$ cat src/fsc_pkg.sv
// constants and types shared by the signaling converter
// assumes a single 50 MHz system clock domain
package fsc_pkg;
	// ************************************************************
	// clock and time base
	// ************************************************************
	localparam int unsigned CLK_HZ = 50_000_000;
	localparam int unsigned MS_PER_SEC = 1000;
	localparam int unsigned MS_CYCLES = CLK_HZ / MS_PER_SEC;

	// ************************************************************
	// timing in milliseconds
	// ************************************************************
	localparam logic [3:0] T_GLITCH_MS = 4'hF;
	localparam logic [6:0] T_BRK_LO_MS = 7'h1E;
	localparam logic [6:0] T_BRK_MIN_MS = 7'h32;
	localparam logic [6:0] T_HANGUP_MS = 7'h7F;
	localparam logic [8:0] T_INTERDIGIT_MS = 9'h12C;
	localparam logic [12:0] T_RING_HOLD_MS = 13'h1770;
	localparam int T_MDELAY_MS = 16;

	// ************************************************************
	// reset values
	// ************************************************************
	localparam logic [6:0] BRK_RESET = 7'h7F;
	localparam logic [12:0] RING_MS_RESET = 13'h1770;
	// pins start at idle: E lead grounded, loop open, straps clear
	localparam logic [6:0] PIN_SYNC_RESET = 7'h40;

	// ************************************************************
	// application types
	// ************************************************************
	typedef enum logic [1:0] {APP_SF, APP_DX, APP_EM} fsc_app_t;

	function automatic logic is_dc(input fsc_app_t app);
		return app != APP_SF;
	endfunction
endpackage

$ cat src/fsc_loop_filter.sv
// loop-current filter: glitch rejection, minimum-break correction, dial detection
// assumes loopClosed already synchronised and msTick one cycle per ms
`timescale 1ns/1ps
module fsc_loop_filter
	import fsc_pkg::*;
(
	input wire logic clk_sys,
	input wire logic nrst,
	input wire logic msTick,
	input wire logic loopClosed,
	output logic offHook,
	output logic dialing
);
	logic accepted;
	logic [3:0] glitchCnt;
	logic [6:0] brkMs;
	logic [8:0] makeMs;

	// ************************************************************
	// decode
	// ************************************************************
	wire differ = loopClosed != accepted;
	wire settle = differ && msTick && (glitchCnt == T_GLITCH_MS - 4'h1);
	wire brkOk = (brkMs < T_BRK_LO_MS) || (brkMs >= T_BRK_MIN_MS);
	wire next_offHook = accepted && brkOk;
	wire makeEdge = next_offHook && !offHook;
	wire [3:0] next_glitchCnt = (!differ || settle) ? 4'h0 :
		(msTick ? glitchCnt + 4'h1 : glitchCnt);
	wire [6:0] next_brkMs = offHook ? 7'h00 :
		((msTick && brkMs != T_HANGUP_MS) ? brkMs + 7'h01 : brkMs);
	wire [8:0] next_makeMs = !offHook ? 9'h000 :
		((msTick && makeMs != T_INTERDIGIT_MS) ? makeMs + 9'h001 : makeMs);
	wire dialSet = makeEdge && brkMs != T_HANGUP_MS;
	wire dialClr = makeMs == T_INTERDIGIT_MS || brkMs == T_HANGUP_MS;

	// ************************************************************
	// state
	// ************************************************************
	always_ff @(posedge clk_sys or negedge nrst)
	begin
		if (!nrst)
		begin
			accepted <= 1'b0;
			glitchCnt <= 4'h0;
			brkMs <= BRK_RESET;
			makeMs <= 9'h000;
			offHook <= 1'b0;
			dialing <= 1'b0;
		end
		else
		begin
			if (settle)
				accepted <= loopClosed; // RL12
			glitchCnt <= next_glitchCnt;
			brkMs <= next_brkMs;
			makeMs <= next_makeMs;
			offHook <= next_offHook; // RL13
			dialing <= dialSet || (dialing && !dialClr);
		end
	end
endmodule

$ cat src/fsc_signaling_converter.sv
// E&M lead to station loop signaling converter, station end
// assumes pins asynchronous to clk_sys; straps static during operation
// Notes on behaviour
// [RL1] normal sense: ring-up drive on while E lead open
// [RL2] inverted sense: ring-up drive on while E lead grounded, any application except ground start with tone companion
// [RL3] ground-start with tone companion: sense selection has no effect
// [RL4] loop start: ring on open E; M ground idle, battery off-hook, pulses
// [RL5] ground start: idle open/ground, ring-ground gives battery, E ground tip-grounds
// [RL6] ringing only from E lead; M lead from station hook state, and in ground start also from the ring-ground request
// [RL7] dc applications: each M-lead change delayed about 16 ms
// [RL8] dc applications: suppression and idle termination switched in automatically
// [RL9] dc applications: repeater disable during idle and dialing, released otherwise
// [RL10] dc: loop start follows cadence, ground start rings continuously
// [RL11] stand-alone E&M behaves as dc application
// [RL12] loop makes or breaks under 15 ms ignored
// [RL13] breaks 30 to 50 ms stretched to 50 ms, longer passed
// [RL14] E lead and loop sense synchronised before use
`timescale 1ns/1ps
module fsc_signaling_converter
	import fsc_pkg::*;
#(
	parameter int unsigned MS_CYCLES_P = MS_CYCLES
)
(
	input wire logic clk_sys,
	input wire logic nrst,
	input wire logic eLeadGnd,
	input wire logic loopClosed,
	input wire logic invertSense,
	input wire logic groundStart,
	input wire logic ringGndReq,
	input wire logic [1:0] appSel,
	output logic ringUpRelayDrive,
	output logic mLeadBattery,
	output logic tipGround,
	output logic suppressOn,
	output logic idleTermOn,
	output logic repeaterDisable
);
	logic [6:0] pinMeta;
	logic [6:0] pinSync;
	logic [15:0] tickCnt;
	logic msTick;
	logic eRingPhaseD;
	logic ringActive;
	logic [12:0] ringMs;
	logic [T_MDELAY_MS-1:0] mDelay;
	logic offHook;
	logic dialing;

	// ************************************************************
	// synchronised pins
	// ************************************************************
	wire eGndS = pinSync[6];
	wire loopS = pinSync[5];
	wire invS = pinSync[4];
	wire gsS = pinSync[3];
	wire ringGndReqS = pinSync[2];
	wire fsc_app_t app = fsc_app_t'(pinSync[1:0]);

	always_ff @(posedge clk_sys or negedge nrst)
	begin
		if (!nrst)
		begin
			pinMeta <= PIN_SYNC_RESET;
			pinSync <= PIN_SYNC_RESET;
		end
		else
		begin
			pinMeta <= {eLeadGnd, loopClosed, invertSense, groundStart, ringGndReq, appSel};
			pinSync <= pinMeta; // RL14
		end
	end

	// ************************************************************
	// millisecond tick
	// ************************************************************
	wire tickWrap = tickCnt == 16'(MS_CYCLES_P - 1);

	always_ff @(posedge clk_sys or negedge nrst)
	begin
		if (!nrst)
		begin
			tickCnt <= 16'h0000;
			msTick <= 1'b0;
		end
		else
		begin
			tickCnt <= tickWrap ? 16'h0000 : tickCnt + 16'h0001;
			msTick <= tickWrap;
		end
	end

	// ************************************************************
	// station loop
	// ************************************************************
	fsc_loop_filter u_filter (
		.clk_sys(clk_sys),
		.nrst(nrst),
		.msTick(msTick),
		.loopClosed(loopS),
		.offHook(offHook),
		.dialing(dialing)
	);

	// ************************************************************
	// E lead to ringing and tip ground
	// ************************************************************
	wire dc = is_dc(app); // RL11
	wire invEff = invS && !(gsS && app == APP_SF); // RL3
	wire eRingPhase = invEff ? eGndS : !eGndS; // RL1 RL2
	wire eAlt = eRingPhase && !eRingPhaseD;
	wire ringStart = gsS && eAlt && ringMs < T_RING_HOLD_MS && !offHook;
	wire ringStop = offHook || ringMs == T_RING_HOLD_MS;
	wire [12:0] next_ringMs = (eRingPhase != eRingPhaseD) ? 13'h0000 :
		((msTick && ringMs != T_RING_HOLD_MS) ? ringMs + 13'h0001 : ringMs);
	wire lsRing = eRingPhase && !offHook; // RL4
	wire gsRing = ringActive && !offHook && (dc || eRingPhase); // RL5 RL10
	wire next_ringUp = gsS ? gsRing : lsRing; // RL6
	wire next_tipGround = gsS && !eRingPhase && !ringActive; // RL5

	always_ff @(posedge clk_sys or negedge nrst)
	begin
		if (!nrst)
		begin
			eRingPhaseD <= 1'b0;
			ringMs <= RING_MS_RESET;
			ringActive <= 1'b0;
		end
		else
		begin
			eRingPhaseD <= eRingPhase;
			ringMs <= next_ringMs;
			ringActive <= ringStart || (ringActive && !ringStop); // RL10
		end
	end

	// ************************************************************
	// station state to M lead and dc helpers
	// ************************************************************
	wire mRaw = offHook || (gsS && ringGndReqS); // RL4 RL5 RL6
	wire next_mLead = dc ? mDelay[T_MDELAY_MS-1] : mRaw; // RL7
	wire idle = !offHook && !next_ringUp;
	wire next_suppress = dc && (!offHook || dialing); // RL8
	wire next_idleTerm = dc && idle; // RL8
	wire next_rptDis = dc && (idle || dialing); // RL9

	always_ff @(posedge clk_sys or negedge nrst)
	begin
		if (!nrst)
			mDelay <= '0;
		else if (msTick)
			mDelay <= {mDelay[T_MDELAY_MS-2:0], mRaw}; // RL7
	end

	// ************************************************************
	// registered outputs
	// ************************************************************
	always_ff @(posedge clk_sys or negedge nrst)
	begin
		if (!nrst)
		begin
			ringUpRelayDrive <= 1'b0;
			mLeadBattery <= 1'b0;
			tipGround <= 1'b0;
			suppressOn <= 1'b0;
			idleTermOn <= 1'b0;
			repeaterDisable <= 1'b0;
		end
		else
		begin
			ringUpRelayDrive <= next_ringUp;
			mLeadBattery <= next_mLead;
			tipGround <= next_tipGround;
			suppressOn <= next_suppress;
			idleTermOn <= next_idleTerm;
			repeaterDisable <= next_rptDis;
		end
	end
endmodule

$ cat config.mk
export PLATFORM = sky130hd
export DESIGN_NAME = fsc_signaling_converter
export DESIGN_NICKNAME = d
export VERILOG_FILES = /design/src/fsc_pkg.sv /design/src/fsc_loop_filter.sv /design/src/fsc_signaling_converter.sv
export SDC_FILE = /design/constraint.sdc
export NUM_CORES = 1
export LEC_CHECK = 0
export BUFFER_PORTS_ARGS = -buffer_cell sky130_fd_sc_hd__clkbuf_2
export CAP_MARGIN = 30
export CORE_ASPECT_RATIO = 0.9
export CORE_MARGIN = 2
export CORE_UTILIZATION = 25
export CTS_CLUSTER_SIZE = 30
export DETAILED_ROUTE_END_ITERATION = 8
export GPL_TIMING_DRIVEN = 0
export HOLD_SLACK_MARGIN = 0.03
export PLACE_DENSITY_LB_ADDON = 0.05
export SYNTH_ARGS = -nofsm -noshare
export SYNTH_HDL_FRONTEND = slang
export SYNTH_SLANG_ARGS = --single-unit
$ cat constraint.sdc
create_clock -name clk_sys -period 2.38 [get_ports clk_sys]
set_input_delay 0.119 -clock clk_sys [delete_from_list [all_inputs] [get_ports clk_sys]]
set_output_delay 0.119 -clock clk_sys [all_outputs]
set_load 0.05 [all_outputs]
* After elaboration in Yosys (flattened, before gate mapping)
Cells that the tools add are included.
** Operators by class
- Magnitude comparators :: 3
- Add/sub/neg operators :: 5
- Eq/ne operators :: 11
- Reductions and logical operators :: 51
- Multiplexer cells :: 12
** Operators with widths (number)
- 1-bit logical AND :: 26
- 13-bit two-way mux :: 2
- 9-bit two-way mux :: 2
- 16-bit by 1-bit adder with 16-bit output (second input constant) :: 1
- 16-bit == test (second input constant) :: 1
- 16-bit two-way mux :: 1
- 7-bit two-way mux :: 2
- 13-bit by 1-bit adder with 13-bit output (second input constant) :: 1
- 13-bit == test (second input constant) :: 1
- 13-bit less-than comparator (second input constant) :: 1
- 13-bit inequality test (second input constant) :: 1
- 1-bit logical NOT :: 10
- 1-bit logical OR :: 10
- 9-bit by 1-bit adder with 9-bit output (second input constant) :: 1
- 9-bit == test (second input constant) :: 1
- 9-bit inequality test (second input constant) :: 1
- 4-bit two-way mux :: 2
- 2-bit nonzero test :: 4
- 7-bit by 1-bit adder with 7-bit output (second input constant) :: 1
- 7-bit == test (second input constant) :: 1
- 7-bit by 6-bit >= comparator with 1-bit output (second input constant) :: 1
- 7-bit by 5-bit less-than comparator with 1-bit output (second input constant) :: 1
- 7-bit inequality test (second input constant) :: 1
- 4-bit by 1-bit adder with 4-bit output (second input constant) :: 1
- other kinds (5) :: 8
** Storage, ports and cells
- Input port bits :: 9
- Register bits :: 91
- Logic and storage cells :: 102

* Depth between registers and ports, before layout
- Depth after elaboration :: 12
- Gate-level depth with buffers :: 7
- Gate-level depth less buffers :: 7

* Hierarchy
Synthesis repeated with hierarchy kept, for this count alone.
** Second synthesis, totals
- Cell total of the unflattened synthesis :: 349
- Area, all modules :: 4041.4 um2
** By module, submodules not included
- fsc_signaling_converter :: instances 1, area each 2793.9 um2, cells an instance 229
- fsc_loop_filter :: instances 1, area each 1247.4 um2, cells an instance 120

* Worst setup path before layout
Ideal clock, no wire load.
- Path kind :: register -> register
- Start point :: register pinSync[1]
- End point :: register ringMs[11]
- Data arrival time :: 1.640 ns
- Stages on the path, launching flop included :: 7
- Path slack :: 0.621 ns
- Period minus slack after synthesis :: 1.759 ns
- Data required time :: 2.261 ns
- Cells stage by stage :: dfrtp_1 > nor2_1 > a21boi_0 > xnor2_1 > ha_1 > clkbuf_1 > and2_1
** Between the ends
- Cells in the longest elaborated chain, start to end :: 7
** RTL lines
- from (decl) :: line fsc_signaling_converter.sv:41 : logic [6:0] pinSync;
- from (signal assigned) :: line fsc_signaling_converter.sv:71 : pinSync <= pinMeta;
- 2-bit logical NOT * :: line fsc_signaling_converter.sv:110 : wire invEff = invS && !(gsS && app == APP_SF);
- 1-bit logical AND * :: line fsc_signaling_converter.sv:110
- 1-bit logical NOT * :: line fsc_signaling_converter.sv:110
- 1-bit logical AND * :: line fsc_signaling_converter.sv:110
- 1-bit two-way mux * :: line fsc_signaling_converter.sv:111 : wire eRingPhase = invEff ? eGndS : !eGndS;
- via eRingPhase :: line fsc_signaling_converter.sv:111
- 1-bit inequality test * :: line fsc_signaling_converter.sv:115 : wire [12:0] next_ringMs = (eRingPhase != eRingPhaseD) ? 13'h0000 :
- 13-bit two-way mux / 2-bit nonzero test (equally long branches)
- to (signal assigned) :: line fsc_signaling_converter.sv:133 : ringMs <= next_ringMs;
- to (decl) :: line fsc_signaling_converter.sv:46 : logic [12:0] ringMs;
The timed path passes the listed nets; every way through them passes the cells marked *.
A chain may end at the register's enable or synchronous reset.

* Final worst setup path
- Start point :: register msTick
- End point :: register mDelay[11]
** RTL lines
- from (decl) :: line fsc_signaling_converter.sv:43 : logic msTick;
- from (signal assigned) :: line fsc_signaling_converter.sv:90 : msTick <= tickWrap;
- to (signal assigned) :: line fsc_signaling_converter.sv:153 : mDelay <= {mDelay[T_MDELAY_MS-2:0], mRaw};
- to (decl) :: line fsc_signaling_converter.sv:47 : logic [T_MDELAY_MS-1:0] mDelay;
No word-level cell between the ends.

==> impl_metrics.toml <==
[power_and_ir_drop]
vdd_drop_max_mv = 0.329
p_leak_uw = 0.00207
power_uw = 3280
powerDensity_mw_per_mm2 = 680

[place]
dp_hpwl_um = 5390
io_buffers = 14
gp_congestion = 0.694
preCtsSetupSlack_ns = 0.0169

[yosys]
yosysTopAreaCell = "dfrtp_1"
yosys_most_used_dff = "dfrtp_1"
yosysSeqAreaShare_pct = 56.6
syn-cell-area_mm2 = 0.00406
postSynthAreaPerCell_um2 = 11.7
synth_area_leaders = "dfrtp_1 46%, dfstp_2 10%, mux2_2 4.7%, xnor2_1 3.9%, xor2_1 3.2%"
yosysTopAreaCellShare_pct = 46.2
async_reset_ff_share_pct = 100
yosysWarnings = 0
syn-instance-count = 346
synthDistinctLibCells = 54
synth.top_cells.by_count = "75 x dfrtp_1, 25 x nor2_1, 19 x nand2_1, 18 x xnor2_1, 17 x mux2_2"
synth_edf_count = 0
ys_ff_latch = 91
synthesis.nets = 365
synth_most_common_cell = "dfrtp_1"

[worst_setup_path]
cp.required_ns = 2.61
reg2reg_slack_ns = 0.45
timing.rr.start = "msTick"
r2r-end = "mDelay[11]"
crit_arrival_ns = 2.16
cp_max_fo = 10
r2r_cells = 4
criticalPathCategory = "reg2reg"
crit_path_end_kind = "flip-flop"
start_kind = "flip-flop"

[route]
wl_um = 8100
via_count = 2624
dr.pass1.iters = 6
drcViolationCount = 0
detail-route-antenna-nets = 0
routed_via_density = 4.44
drtIter0Drc = 85
drt-wirelength-per-cell_um = 13.7

[cts]
clkLatencyLatePin_ns = 0.35
h-tree-depth = 3
cts_buffer_depth = 2
cts_root_buf = "clkbuf_16"
cts.sinks = 91
cts_buffers = 9
tritoncts = "done"
path_clk_slew_ns = 0.07

[sta]
final_max_slew_viol_count = 0
fin_worst_skew_ns = 0.00767
finalHoldViolCount = 0
relSlewSlack_pct = 58.8
final.min_clock_period_ns = 1.93
rsz0062_at_grt = "no"
tightest_slew_ns = 0.618
max_freq_mhz = 518
final.period_utilization_pct = 81.0
finalWorstSetupSlack_ns = 0.451
setup_violations = 0

[global_routing]
grt-ovfl-total = 0
use_met2_pct = 15.3
grt_pass1_wl_um = 14100
grt-busiest-layer = "met2"
grt_pass1_vias = 2745
met3_usage_pct = 3.08
grt_use_met1_pct = 13.9
grt_start_max_net_pins = 62
grtUsageTotal_pct = 10.3
antenna_found_initial = 0

[floorplan]
num_io_pins = 15
die_h_um = 125
num_rows = 44
die_width_um = 138
core_area_mm2 = 0.0160
start_util_pct = 25.3
die_area_mm2 = 0.0173

[layout]
fill_cells = 1631
finalNetCount = 398
diodes = 0
multi_input_area_mm2 = 0.00167
drive_gt1_share_pct = 20.3
register_area_mm2 = 0.00230
final_util_pct = 30.1
syn_to_final_growth_pct = 18.9

[worst_hold_path]
hold_path_class = "in2async"

[job]
max-cap-violations = 0

[run_status]
status = "finished clean"
-- flip-flops by register name, summed over array words and instances, names as in the netlist, 4 cells and up --
signal / flops
pinSync: 7
ringMs: 13
u_filter.brkMs: 7
u_filter.glitchCnt: 4
u_filter.makeMs: 9
pinMeta: 7
mDelay: 16
tickCnt: 16
-- stage by stage --
step | instance area [um2] | TNS (ns) | hold slack [ns] | instances
2_1_floorplan | 4060 | 0 | -0.177 | 346
3_3_place_gp | 4390 | -9.79 | 0.222 | 567
3_5_place_dp | 4420 | 0 | 0.148 | 568
4_1_cts | 4830 | 0 | 0.305 | 592
5_1_grt | 4830 | 0 | 0.334 | 591
6_report | 4830 | 0 | 0.297 | 591
-- routing by layer --
metal,wire length [um],part of all wire (%)
met5,0,0
met4,173,2.1
met3,270,3.3
met2,3550,44
met1,4110,51
-- worst max-delay path by stage --
stage / from / to / slack, ns / cells past startpoint
after global routing: pinSync[1] / ringMs[0] / 0.14 / 6
after global placement: nrst / mDelay[7] / -0.14 / 1
final: msTick / mDelay[11] / 0.45 / 4
after detailed placement: pinSync[1] / ringMs[8] / 0.02 / 6
after floorplan: pinSync[1] / ringMs[11] / 0.62 / 6
after CTS: pinSync[1] / ringMs[8] / 0.006 / 6
-- layout make-up --
| class | count | area share (%) |
|---|---|---|
| inverter | 12 | 0.933 |
| tap | 207 | 5.37 |
| timing repair buffer | 23 | 3.73 |
| sequential | 91 | 47.6 |
| clock inverter | 5 | 1.79 |
| clock buffer | 11 | 5.03 |
| multi-input combinational | 233 | 34.7 |
| buffer | 9 | 0.856 |
-- cells by family (layout without fill, tap and decap cells) --
kind of cell             after synthesis  in the layout  synth area share [%]
flip-flops                            91             91                  56.6
multiplexers                          20             20                  5.46
AND/OR/NAND/NOR                      127            127                  17.8
XOR/XNOR                              33             33                  7.12
AO/OA/AOI/OAI                         43             43                  7.68
adder cells (fa/ha/maj)               10             10                  3.08
buffers and inverters                 22             60                  2.22
-- cell usage in the layout, fill, tap and decap left out, types with 4 or more instances in the layout --
cell type      count
xnor2_1           18
mux2_2            17
nand4_1           14
and2_1            15
nor2b_1            5
nor3_1             6
dfrtp_1           75
clkbuf_2          13
clkbuf_16          9
dlygate4sd3_1      8
or3_1              6
dfstp_2           16
o21ai_0            7
nor4_1             5
xor2_1            15
ha_1              10
inv_1             12
a21boi_0           6
nor2_1            24
nand2_1           19
nand3_1           11
a21oi_1            8
clkbuf_1           4
-- worst max-delay path, cell delays in order (launching register included) --
cell and delay (ns):
dfrtp_1 0.32, buf_2 0.24, buf_1 0.52, buf_2 0.36, mux2_2 0.36
-- repair_timing --
action / 4_1_cts / 5_1_grt
hold endpoints to repair: 27 / 0
hold buffers: 8 / 0
buffers inserted: 0 / 0
setup endpoints to repair: 0 / 10
gates resized for setup: 0 / 1
-- power breakdown --
part | total [uW] | switching, uW | internal (uW)
clock network | 1570 | 617 | 957
logic | 128 | 88.3 | 39.8
registers | 1580 | 9.90 | 1570
total | 3280 | 715 | 2570
(Power assumes the default switching activity.)
